File: config.mk
export PLATFORM = sky130hd
export DESIGN_NAME = wdt_gpio_regs
export DESIGN_NICKNAME = d
export VERILOG_FILES = /design/src/common/wdt_gpio_pkg.sv /design/src/common/supervision_timer_if.sv /design/src/wdt_gpio_regs.sv /design/src/supervision_timer.sv
export SDC_FILE = /design/constraint.sdc
export NUM_CORES = 1
export LEC_CHECK = 0
export BUFFER_PORTS_ARGS = -buffer_cell sky130_fd_sc_hd__buf_2
export CAP_MARGIN = 20
export CORE_ASPECT_RATIO = 0.6
export CORE_MARGIN = 2
export CORE_UTILIZATION = 46
export CTS_BUF_LIST = sky130_fd_sc_hd__clkbuf_16
export DETAILED_ROUTE_END_ITERATION = 6
export GPL_TIMING_DRIVEN = 0
export PLACE_DENSITY = 0.64
export RECOVER_POWER = 50
export SLEW_MARGIN = 20
export SYNTH_ARGS = -nofsm -noshare
export SYNTH_HDL_FRONTEND = slang
export SYNTH_SLANG_ARGS = --single-unit
export TNS_END_PERCENT = 50
File: constraint.sdc
create_clock -name i_clock -period 2 [get_ports i_clock]
set_input_delay 0.2 -clock i_clock [delete_from_list [all_inputs] [get_ports i_clock]]
set_output_delay 0.2 -clock i_clock [all_outputs]
set_load 0.01 [all_outputs]
File: src/common/wdt_gpio_pkg.sv
// Constants for the supervision timer and general-purpose pin register block
`default_nettype none
package wdt_gpio_pkg;
    // I/O window and register offsets
    localparam logic [15:0] IO_BASE = 16'h0a00;
    localparam logic [7:0] OFS_PIN_OUTPUT_LEVEL = 8'h4b;
    localparam logic [7:0] OFS_WDT_ENABLE = 8'h47;
    localparam logic [7:0] OFS_WDT_UNIT_CONFIG = 8'h65;
    localparam logic [7:0] OFS_WDT_TIMEOUT_VALUE = 8'h66;
    localparam int PIN_COUNT = 8;
    localparam logic [7:0] PIN_DIR_OFFSET [PIN_COUNT] = '{
        8'h23, 8'h24, 8'h25, 8'h26, 8'h27, 8'h29, 8'h2a, 8'h2b};
    // Field values and positions
    localparam logic [7:0] WDT_ENABLE_CODE = 8'h0c;
    localparam logic [7:0] DIR_PIN_OUTPUT_MODE = 8'h00;
    localparam logic [7:0] DIR_PIN_INPUT_MODE = 8'h01;
    localparam int UNIT_SELECT_BIT = 7;
    localparam int STATUS_BIT = 0;
    // Reset values
    localparam logic [7:0] RESET_ZERO = 8'h00;
    localparam logic [7:0] RESET_DIRECTION = DIR_PIN_INPUT_MODE;
    // Timing: one second expressed in clock cycles and one minute in seconds
    localparam longint CLOCK_PERIOD_PS = 25000;
    localparam longint SECOND_PS = 64'he8d4a51000; // Sized, the value does not fit 32 bits
    localparam int CYCLES_PER_SECOND = int'(SECOND_PS / CLOCK_PERIOD_PS);
    localparam int SECONDS_PER_MINUTE = 60;
endpackage : wdt_gpio_pkg
`default_nettype wire

File: src/common/supervision_timer_if.sv
// Control and event signals between the register block and the supervision timer
`timescale 1ns/1ps
`default_nettype none
interface supervision_timer_if;
    logic run;              // Enabled with a nonzero timeout value
    logic unit_seconds;     // 1 counts seconds, 0 counts minutes
    logic load;             // Restart the count from load_value
    logic [7:0] load_value; // Timeout value in units
    logic timeout;          // One-cycle pulse when the count reaches zero
    logic [7:0] remaining;  // Units left
    modport ctrl (output run, unit_seconds, load, load_value, input timeout, remaining);
    modport timer (input run, unit_seconds, load, load_value, output timeout, remaining);
endinterface : supervision_timer_if
`default_nettype wire

File: src/wdt_gpio_regs.sv
// Runtime register block: supervision timer control and eight general-purpose pins
`timescale 1ns/1ps
`default_nettype none
module wdt_gpio_regs
    import wdt_gpio_pkg::*;
#(
    parameter int CYCLES_PER_SEC = CYCLES_PER_SECOND
) (
    input wire logic i_clock,                    // 40 MHz clock
    input wire logic i_reset,                    // Synchronous reset, active high
    input wire logic [15:0] i_io_addr,           // I/O port address
    input wire logic [7:0] i_io_wdata,           // I/O write data
    input wire logic i_io_write,                 // One-cycle I/O write strobe
    input wire logic i_io_read,                  // One-cycle I/O read strobe
    output logic [7:0] o_io_rdata,               // Read data, valid with o_io_rvalid
    output logic o_io_rvalid,                    // Read answer pulse
    output logic [PIN_COUNT-1:0] o_pin_level,    // Driven pin levels
    output logic [PIN_COUNT-1:0] o_pin_drive_en, // High while a pin is an output
    output logic o_wdt_reset                     // Timeout reset request, level
);
    supervision_timer_if wd ();

    logic [7:0] wdt_enable;
    logic unit_seconds;
    logic [7:0] timeout_value;
    logic timeout_status;
    logic [7:0] pin_output_level;
    logic [7:0] pin_direction [PIN_COUNT];
    logic in_window;
    logic [7:0] offset;
    logic wr;
    logic load_pending;
    logic [7:0] read_mux;

    // Decode only the 256-byte window above the base
    assign in_window = (i_io_addr[15:8] == IO_BASE[15:8]);
    assign offset = i_io_addr[7:0];
    assign wr = i_io_write && in_window;

    // Supervision timer control
    always_ff @(posedge i_clock) begin
        if (i_reset) begin
            wdt_enable <= RESET_ZERO;
            unit_seconds <= 1'b0;
            timeout_value <= RESET_ZERO;
        end else if (wr) begin
            if (offset == OFS_WDT_ENABLE) begin
                wdt_enable <= i_io_wdata;
            end
            if (offset == OFS_WDT_UNIT_CONFIG) begin
                unit_seconds <= i_io_wdata[UNIT_SELECT_BIT];
            end
            if (offset == OFS_WDT_TIMEOUT_VALUE) begin
                timeout_value <= i_io_wdata;
            end
        end
    end

    // Reload one cycle after the write so the timer sees the stored value
    always_ff @(posedge i_clock) begin
        if (i_reset) begin
            load_pending <= 1'b0;
        end else begin
            load_pending <= wr && (offset == OFS_WDT_TIMEOUT_VALUE
                || offset == OFS_WDT_ENABLE);
        end
    end

    assign wd.run = (wdt_enable == WDT_ENABLE_CODE) && (timeout_value != RESET_ZERO);
    assign wd.unit_seconds = unit_seconds;
    assign wd.load = load_pending;
    assign wd.load_value = timeout_value;

    supervision_timer #(
        .CYCLES_PER_SEC(CYCLES_PER_SEC)
    ) u_timer (
        .i_clock(i_clock),
        .i_reset(i_reset),
        .tmr(wd)
    );

    // Status: a timeout in the clearing cycle wins over the write of one
    always_ff @(posedge i_clock) begin
        if (i_reset) begin
            timeout_status <= 1'b0;
        end else if (wd.timeout) begin
            timeout_status <= 1'b1;
        end else if (wr && offset == OFS_WDT_UNIT_CONFIG && i_io_wdata[STATUS_BIT]) begin
            timeout_status <= 1'b0;
        end
    end

    // Reset request follows the status one cycle later
    always_ff @(posedge i_clock) begin
        if (i_reset) begin
            o_wdt_reset <= 1'b0;
        end else begin
            o_wdt_reset <= timeout_status;
        end
    end

    // Pin direction and output level registers
    always_ff @(posedge i_clock) begin
        if (i_reset) begin
            pin_output_level <= RESET_ZERO;
            for (int i = 0; i < PIN_COUNT; i++) begin
                pin_direction[i] <= RESET_DIRECTION;
            end
        end else if (wr) begin
            if (offset == OFS_PIN_OUTPUT_LEVEL) begin
                pin_output_level <= i_io_wdata;
            end
            for (int i = 0; i < PIN_COUNT; i++) begin
                if (offset == PIN_DIR_OFFSET[i]) begin
                    pin_direction[i] <= i_io_wdata;
                end
            end
        end
    end

    // Pin drivers; any direction value but 00h leaves the pin undriven
    always_ff @(posedge i_clock) begin
        if (i_reset) begin
            o_pin_level <= '0;
            o_pin_drive_en <= '0;
        end else begin
            for (int i = 0; i < PIN_COUNT; i++) begin
                o_pin_drive_en[i] <= (pin_direction[i] == DIR_PIN_OUTPUT_MODE);
                o_pin_level[i] <= pin_output_level[i];
            end
        end
    end

    // Read multiplexer; unmapped offsets in the window read as zero
    always_comb begin
        read_mux = RESET_ZERO;
        unique case (offset)
            OFS_WDT_ENABLE: read_mux = wdt_enable;
            OFS_WDT_UNIT_CONFIG: read_mux = {unit_seconds, 6'h00, timeout_status};
            OFS_WDT_TIMEOUT_VALUE: read_mux = timeout_value;
            OFS_PIN_OUTPUT_LEVEL: read_mux = pin_output_level;
            default: begin
                for (int i = 0; i < PIN_COUNT; i++) begin
                    if (offset == PIN_DIR_OFFSET[i]) begin
                        read_mux = pin_direction[i];
                    end
                end
            end
        endcase
    end

    // Read answer one cycle after the strobe
    always_ff @(posedge i_clock) begin
        if (i_reset) begin
            o_io_rdata <= RESET_ZERO;
            o_io_rvalid <= 1'b0;
        end else begin
            o_io_rvalid <= i_io_read && in_window;
            if (i_io_read && in_window) begin
                o_io_rdata <= read_mux;
            end
        end
    end
endmodule : wdt_gpio_regs
`default_nettype wire

File: src/supervision_timer.sv
// Supervision timer: unit prescaler and timeout down-counter
`timescale 1ns/1ps
`default_nettype none
module supervision_timer
    import wdt_gpio_pkg::*;
#(
    parameter int CYCLES_PER_SEC = CYCLES_PER_SECOND
) (
    input wire logic i_clock,            // System clock
    input wire logic i_reset,            // Synchronous reset, active high
    supervision_timer_if.timer tmr       // Control from the register block
);
    logic [31:0] second_count;
    logic [5:0] minute_count;
    logic second_tick;
    logic minute_tick;
    logic unit_tick;

    // Tick decode; the minute tick falls on the last second of each minute
    assign second_tick = (second_count == 32'(CYCLES_PER_SEC - 1));
    assign minute_tick = second_tick && (minute_count == 6'(SECONDS_PER_MINUTE - 1));
    assign unit_tick = tmr.unit_seconds ? second_tick : minute_tick;

    // Prescaler restarts on every load so the first unit is always whole
    always_ff @(posedge i_clock) begin
        if (i_reset || !tmr.run || tmr.load) begin
            second_count <= '0;
            minute_count <= '0;
        end else if (second_tick) begin
            second_count <= '0;
            minute_count <= minute_tick ? 6'h00 : minute_count + 6'h01;
        end else begin
            second_count <= second_count + 32'h1;
        end
    end

    // Down-counter; it parks at zero until the next load
    always_ff @(posedge i_clock) begin
        if (i_reset) begin
            tmr.remaining <= RESET_ZERO;
        end else if (tmr.load) begin
            tmr.remaining <= tmr.load_value;
        end else if (tmr.run && unit_tick && tmr.remaining != RESET_ZERO) begin
            tmr.remaining <= tmr.remaining - 8'h01;
        end
    end

    // Timeout pulse on the step from one to zero
    always_ff @(posedge i_clock) begin
        if (i_reset) begin
            tmr.timeout <= 1'b0;
        end else begin
            tmr.timeout <= tmr.run && !tmr.load && unit_tick
                && tmr.remaining == 8'h01;
        end
    end
endmodule : supervision_timer
`default_nettype wire

; ---- Word-level counts from Yosys, hierarchy flattened
; Memories as Yosys holds them, arrays and structs flattened.
; Cells that the tools add are included.
[word_totals]
reg_bits = 100
mem_bits_rw = 64
input_bits = 28
output_inout_bits = 26
wordCells = 135
mem_count = 1
[op_classes]
addsub = 3
n_eq_ne = 17
mux = 57
n_bitwise = 8
n_reduce_logical = 34
[memory_table]
columns = memory, words, width, read_ports, rd_ports_with_merged_regs, write_ports, line
row1 = pin_direction, 8, 8, 8, 0, 8, wdt_gpio_regs.sv:28  ; logic [7:0] pin_direction [PIN_COUNT];
[op_table]
columns = operator, count
row1 = 2-to-1 mux 8 bit, 18
row2 = == test 8 x 6 -> 1 bit (second input constant), 8
row3 = logical NOT 8 bit, 8
row4 = 2-to-1 mux 1 bit, 37
row5 = adder 32 x 1 -> 32 bit (second input constant), 1
row6 = == test 32 x 26 -> 1 bit (second input constant), 1
row7 = == test 8 x 7 -> 1 bit (second input constant), 4
row8 = one-hot mux 8 bit (4 select lines), 1
row9 = == test 8 x 4 -> 1 bit (second input constant), 2
row10 = nonzero test 8 bit, 2
row11 = logical AND 1 bit, 12
row12 = == test 8 x 1 -> 1 bit (second input constant), 1
row13 = bitwise OR 1 bit, 8
row14 = AND reduction 2 bit, 4
row15 = subtractor 8 x 1 -> 8 bit (second input constant), 1
row16 = adder 6 x 1 -> 6 bit (second input constant), 1
row17 = == test 6 bit (second input constant), 1
row18 = 2-to-1 mux 6 bit, 1
row19 = nonzero test 2 bit, 2
row20 = logical OR 1 bit, 3
row21 = logical NOT 1 bit, 2
row22 = OR reduction 2 bit, 1

; ---- Depth between registers and ports, before layout
[logic_depth]
ltp_word = 10
depth_mapped = 8
ltp_nobuf = 6

; ---- Modules after synthesis
; Synthesis repeated with hierarchy kept, for this count alone.
[unflattened]
cells_unflattened = 841
hier_area_um2 = 7860.0
[by_module_without_submodules]
columns = module, n_inst, cells_each, area_each_um2, seq_area_each_um2
row1 = wdt_gpio_regs, 1, 539, 5316.3, 2982.9
row2 = supervision_timer, 1, 302, 2543.7, 940.9

; ---- Least setup slack after synthesis
; No wires, ideal clock.
[synth_path]
path_type = input port to flip-flop
from = input i_io_addr[13]
to = memory pin_direction[4][0] (netlist: pin_direction[1][0]) (enable)
setup_ns = 0.334
t_arrival_ns = 1.648
required_ns = 1.666
setup_slack_ns = 0.017
cell_stages = 5
path_buffers = 0
cell_sequence = nor4_1 -> nand3_1 -> nor2_1 -> nand3_1 -> nand2b_1
[synth_lines]
columns = element, line
row1 = "start, declared", wdt_gpio_regs.sv:11  ; input wire logic [15:0] i_io_addr,
row2 = "end, declared", wdt_gpio_regs.sv:28

; ---- Worst setup path in the final report
[layout_path]
from = register u_timer.second_count[20]
to = register u_timer.minute_count[4]
[layout_between]
elab_chain_len = 3
[layout_lines]
columns = element, line
row1 = "start, declared", supervision_timer.sv:13  ; logic [31:0] second_count;
row2 = "start signal, assigned", supervision_timer.sv:33  ; second_count <= second_count + 32'h1;
row3 = == test 32 x 26 -> 1 bit *, supervision_timer.sv:20  ; assign second_tick = (second_count == 32'(CYCLES_PER_SEC - 1));
row4 = logical AND 1 bit, supervision_timer.sv:21  ; assign minute_tick = second_tick && (minute_count == 6'(SECONDS_PER_MINUTE - 1));
row5 = 2-to-1 mux 6 bit, supervision_timer.sv:31  ; minute_count <= minute_tick ? 6'h00 : minute_count + 6'h01;
row6 = "end signal, assigned", supervision_timer.sv:31
row7 = "end, declared", supervision_timer.sv:14  ; logic [5:0] minute_count;
; Mark *: on every way between the ends. The rest lies on a longest branch, timed or not.
; A chain may end at the register's enable or synchronous reset.

==> reports/results.ini <==
[outcome]
status=finished, violations left
violations=setup timing

[global_routing]
grt_first_pass_wirelength_mm=37.8
grt_start_max_net_pins=17
grt_antenna_before_repair=0
grt_overflow=0
grt_use_total_pct=28.2
grt_pass1_vias=6540

[power_and_ir_drop]
p_leak_nw=3.24
finalPower_mw=7.29
peakVddDrop_v=0.000574
cellPowerDensity_mw_per_mm2=763

[clock_tree]
cts.sinks=164
ctsHtreeMaxLevel=4
insertion_delay_ns=0.43
cts_tree=built
root_buffer=clkbuf_16
clkTransAtPathRegs_ns=0.07
cts_buffer_depth=2
cts_buffers=17

[layout]
syn_to_final_growth_pct=22.6
final_layout_size_suffix_gt1_share_pct=22.2
layout.cells.non_filler=1147
antenna_cells=0
stdcell_area_mm2=0.00956
layout.nets=939

[synthesis]
ys_seq_area_share_pct=50.3
synth_edf_count=64
yosys_warnings=0
synth_area_mm2=0.00779
synth_flop_cell=dfxtp_1
async_flop_share_pct=0
synth_seq_cells=164
ys_types=76
synth.avg_cell_area_um2=9.62
synth_fp_nets=843
synthCells=810

[placed_design]
io_buffers=52
placed_cells=1090
dp_hpwl_mm=18.0
gp_congestion=0.943
placed_area_mm2=0.00834

[floorplan]
dieArea_mm2=0.0180
pin_count=54
initial_utilization_pct=47.5
core-area_mm2=0.0164
fp-row-count=36
die_h_um=105
die_w_um=172

[setup_path]
crit_arrival_ns=2.41
worstSetupStartpointType=flip-flop
crit_type=reg -> reg
cp-end-kind=flip-flop
worstPathRequired_ns=2.36
crit_path_max_fanout=4

[route]
dr.first_iter.drc_count=907
drc=0
ant_nets=0
first_pass_iters=5
drt-wirelength-per-cell_um=22.3
wirelength_mm=25.6
viasPerCell=6.15
num_vias=7059

[timing]
relSlewSlack_pct=51.6
fin_crit_sh_pct=103
setup_viol=23
worst_slew_pin_slew_ns=0.723
rsz0062_at_grt=yes
setup_ws_ns=-0.0511
clock_skew_ns=0.00838
period_minus_slack_ns=2.05
timing.fmax_ghz=0.488
slew_violations=0
hold_violations=0

[hold_path]
hold_path.class=in -> reg

[run]
maxCapViolCount=0

## report_power, final
part	leakage [nW]	total (mW)	switching (mW)	internal, mW
Clock	0.283	3.31	1.46	1.85
Sequential	1.43	3.61	0.0699	3.54
Combinational	1.53	0.381	0.268	0.112
Total	3.24	7.29	1.80	5.50
## layer usage
layer | wire, um | GRT usage, % | up-vias
met5 | 50 | 2.32 | -
li1 | - | - | 3188
met1 | 12300 | 43.7 | 3463
met4 | 297 | 7.32 | 2
met3 | 2670 | 8.52 | 35
met2 | 10200 | 37.4 | 371
## path summary, 6_finish.rpt
| kind | slack (ns) | from | depth (start not counted) | end |
|---|---|---|---|---|
| max reg2reg | -0.05 | u_timer.second_count[20] | 6 | u_timer.minute_count[4] |
| min reg2reg | 0.44 | pin_direction[0][27] | 1 | o_pin_drive_en[3] |
| min | 0.07 | i_io_wdata[1] | 3 | pin_output_level[1] |
| max | -0.05 | u_timer.second_count[20] | 6 | u_timer.minute_count[4] |
## worst max-delay path, cell delays in order, from the launching register on
cell and delay, ns:
dfxtp_4 0.36, or4b_4 0.55, nor4_4 0.27, nand4_1 0.14, buf_6 0.17, or3_4 0.33
a21oi_2 0.15
## cell usage in the layout (no fill, tap or decap), types with 17 or more instances in the layout
| cell type | instances |
|---|---|
| nor2_1 | 122 |
| dfxtp_1 | 76 |
| edfxtp_1 | 64 |
| nand2_1 | 53 |
| clkbuf_1 | 49 |
| a21oi_1 | 35 |
| buf_2 | 33 |
| nor4_1 | 25 |
| xor2_1 | 23 |
| nand4_1 | 23 |
| buf_4 | 22 |
| nand3_1 | 21 |
| nor2b_1 | 20 |
| inv_1 | 18 |
| clkbuf_16 | 17 |
## synth_stat cells (6+ instances only)
library cell	number	share of area, %
or3_1	8	0.64
nand3b_1	6	0.58
mux2_2	7	1.0
edfxtp_1	64	25
and4_1	7	0.79
mux2i_1	16	2.1
dfxtp_1	100	26
nand2_1	56	2.7
xor2_1	23	2.6
and3_1	13	1.0
clkbuf_1	27	1.3
buf_2	8	0.51
a311oi_1	8	0.90
xnor2_1	7	0.79
nand4_1	23	1.8
nor4_1	30	2.4
or2_1	6	0.48
nor3_1	12	0.77
nor2_1	133	6.4
and3b_1	6	0.67
nand2b_1	21	1.7
a211oi_1	8	0.77
nand3_1	25	1.6
o21ai_0	9	0.58
inv_1	18	0.87
a21oi_1	38	2.4
nor2b_1	21	1.7
a22oi_1	7	0.67
## kinds of logic after synthesis
logic type	Yosys count	share of synthesized area (%)
compound gates	125	11.6
xor+xnor	30	3.37
fa+ha+maj	5	0.803
buf+inv	59	3.16
flops	164	50.3
mux	23	3.07
simple gates	404	27.6
## timing repair
action,CTS,global route
pin swaps,13,28
setup endpoints to repair,111,107
hold buffers,0,0
resized for setup,57,85
buffers inserted,10,17
## layout make-up
class	count	area, um^2
Sequential cell	164	3970
Timing Repair Buffer	78	440
Tap cell	228	285
Fill cell	1439	6840
Buffer	40	216
Inverter	18	67.6
Clock inverter	15	158
Multi-Input combinational cell	587	3990
Clock buffer	17	425
## through the flow
step	hold WS [ns]	worst slack [ns]	util (%)	setup TNS, ns
floorplan	0.340	0.0172	-	0
global placement	0.436	-0.904	50.9	-78.39
detailed placement	0.431	-0.894	50.9	-86.41
CTS	0.0479	0.00164	56.1	0
global route	0.0552	-0.148	58.3	-5.43
finish	0.0687	-0.0511	58.3	-0.644
## registers in the layout, summed over array words and instances, names as in the netlist
register,cells
pin_direction,64
u_timer.second_count,32
o_io_rdata,8
o_pin_drive_en,8
o_pin_level,8
pin_output_level,8
timeout_value,8
u_timer.tmr.remaining,8
wdt_enable,8
u_timer.minute_count,6
load_pending,1
o_io_rvalid,1
o_wdt_reset,1
timeout_status,1
u_timer.tmr.timeout,1
unit_seconds,1
No activity file was read; power rests on OpenSTA's default activity.
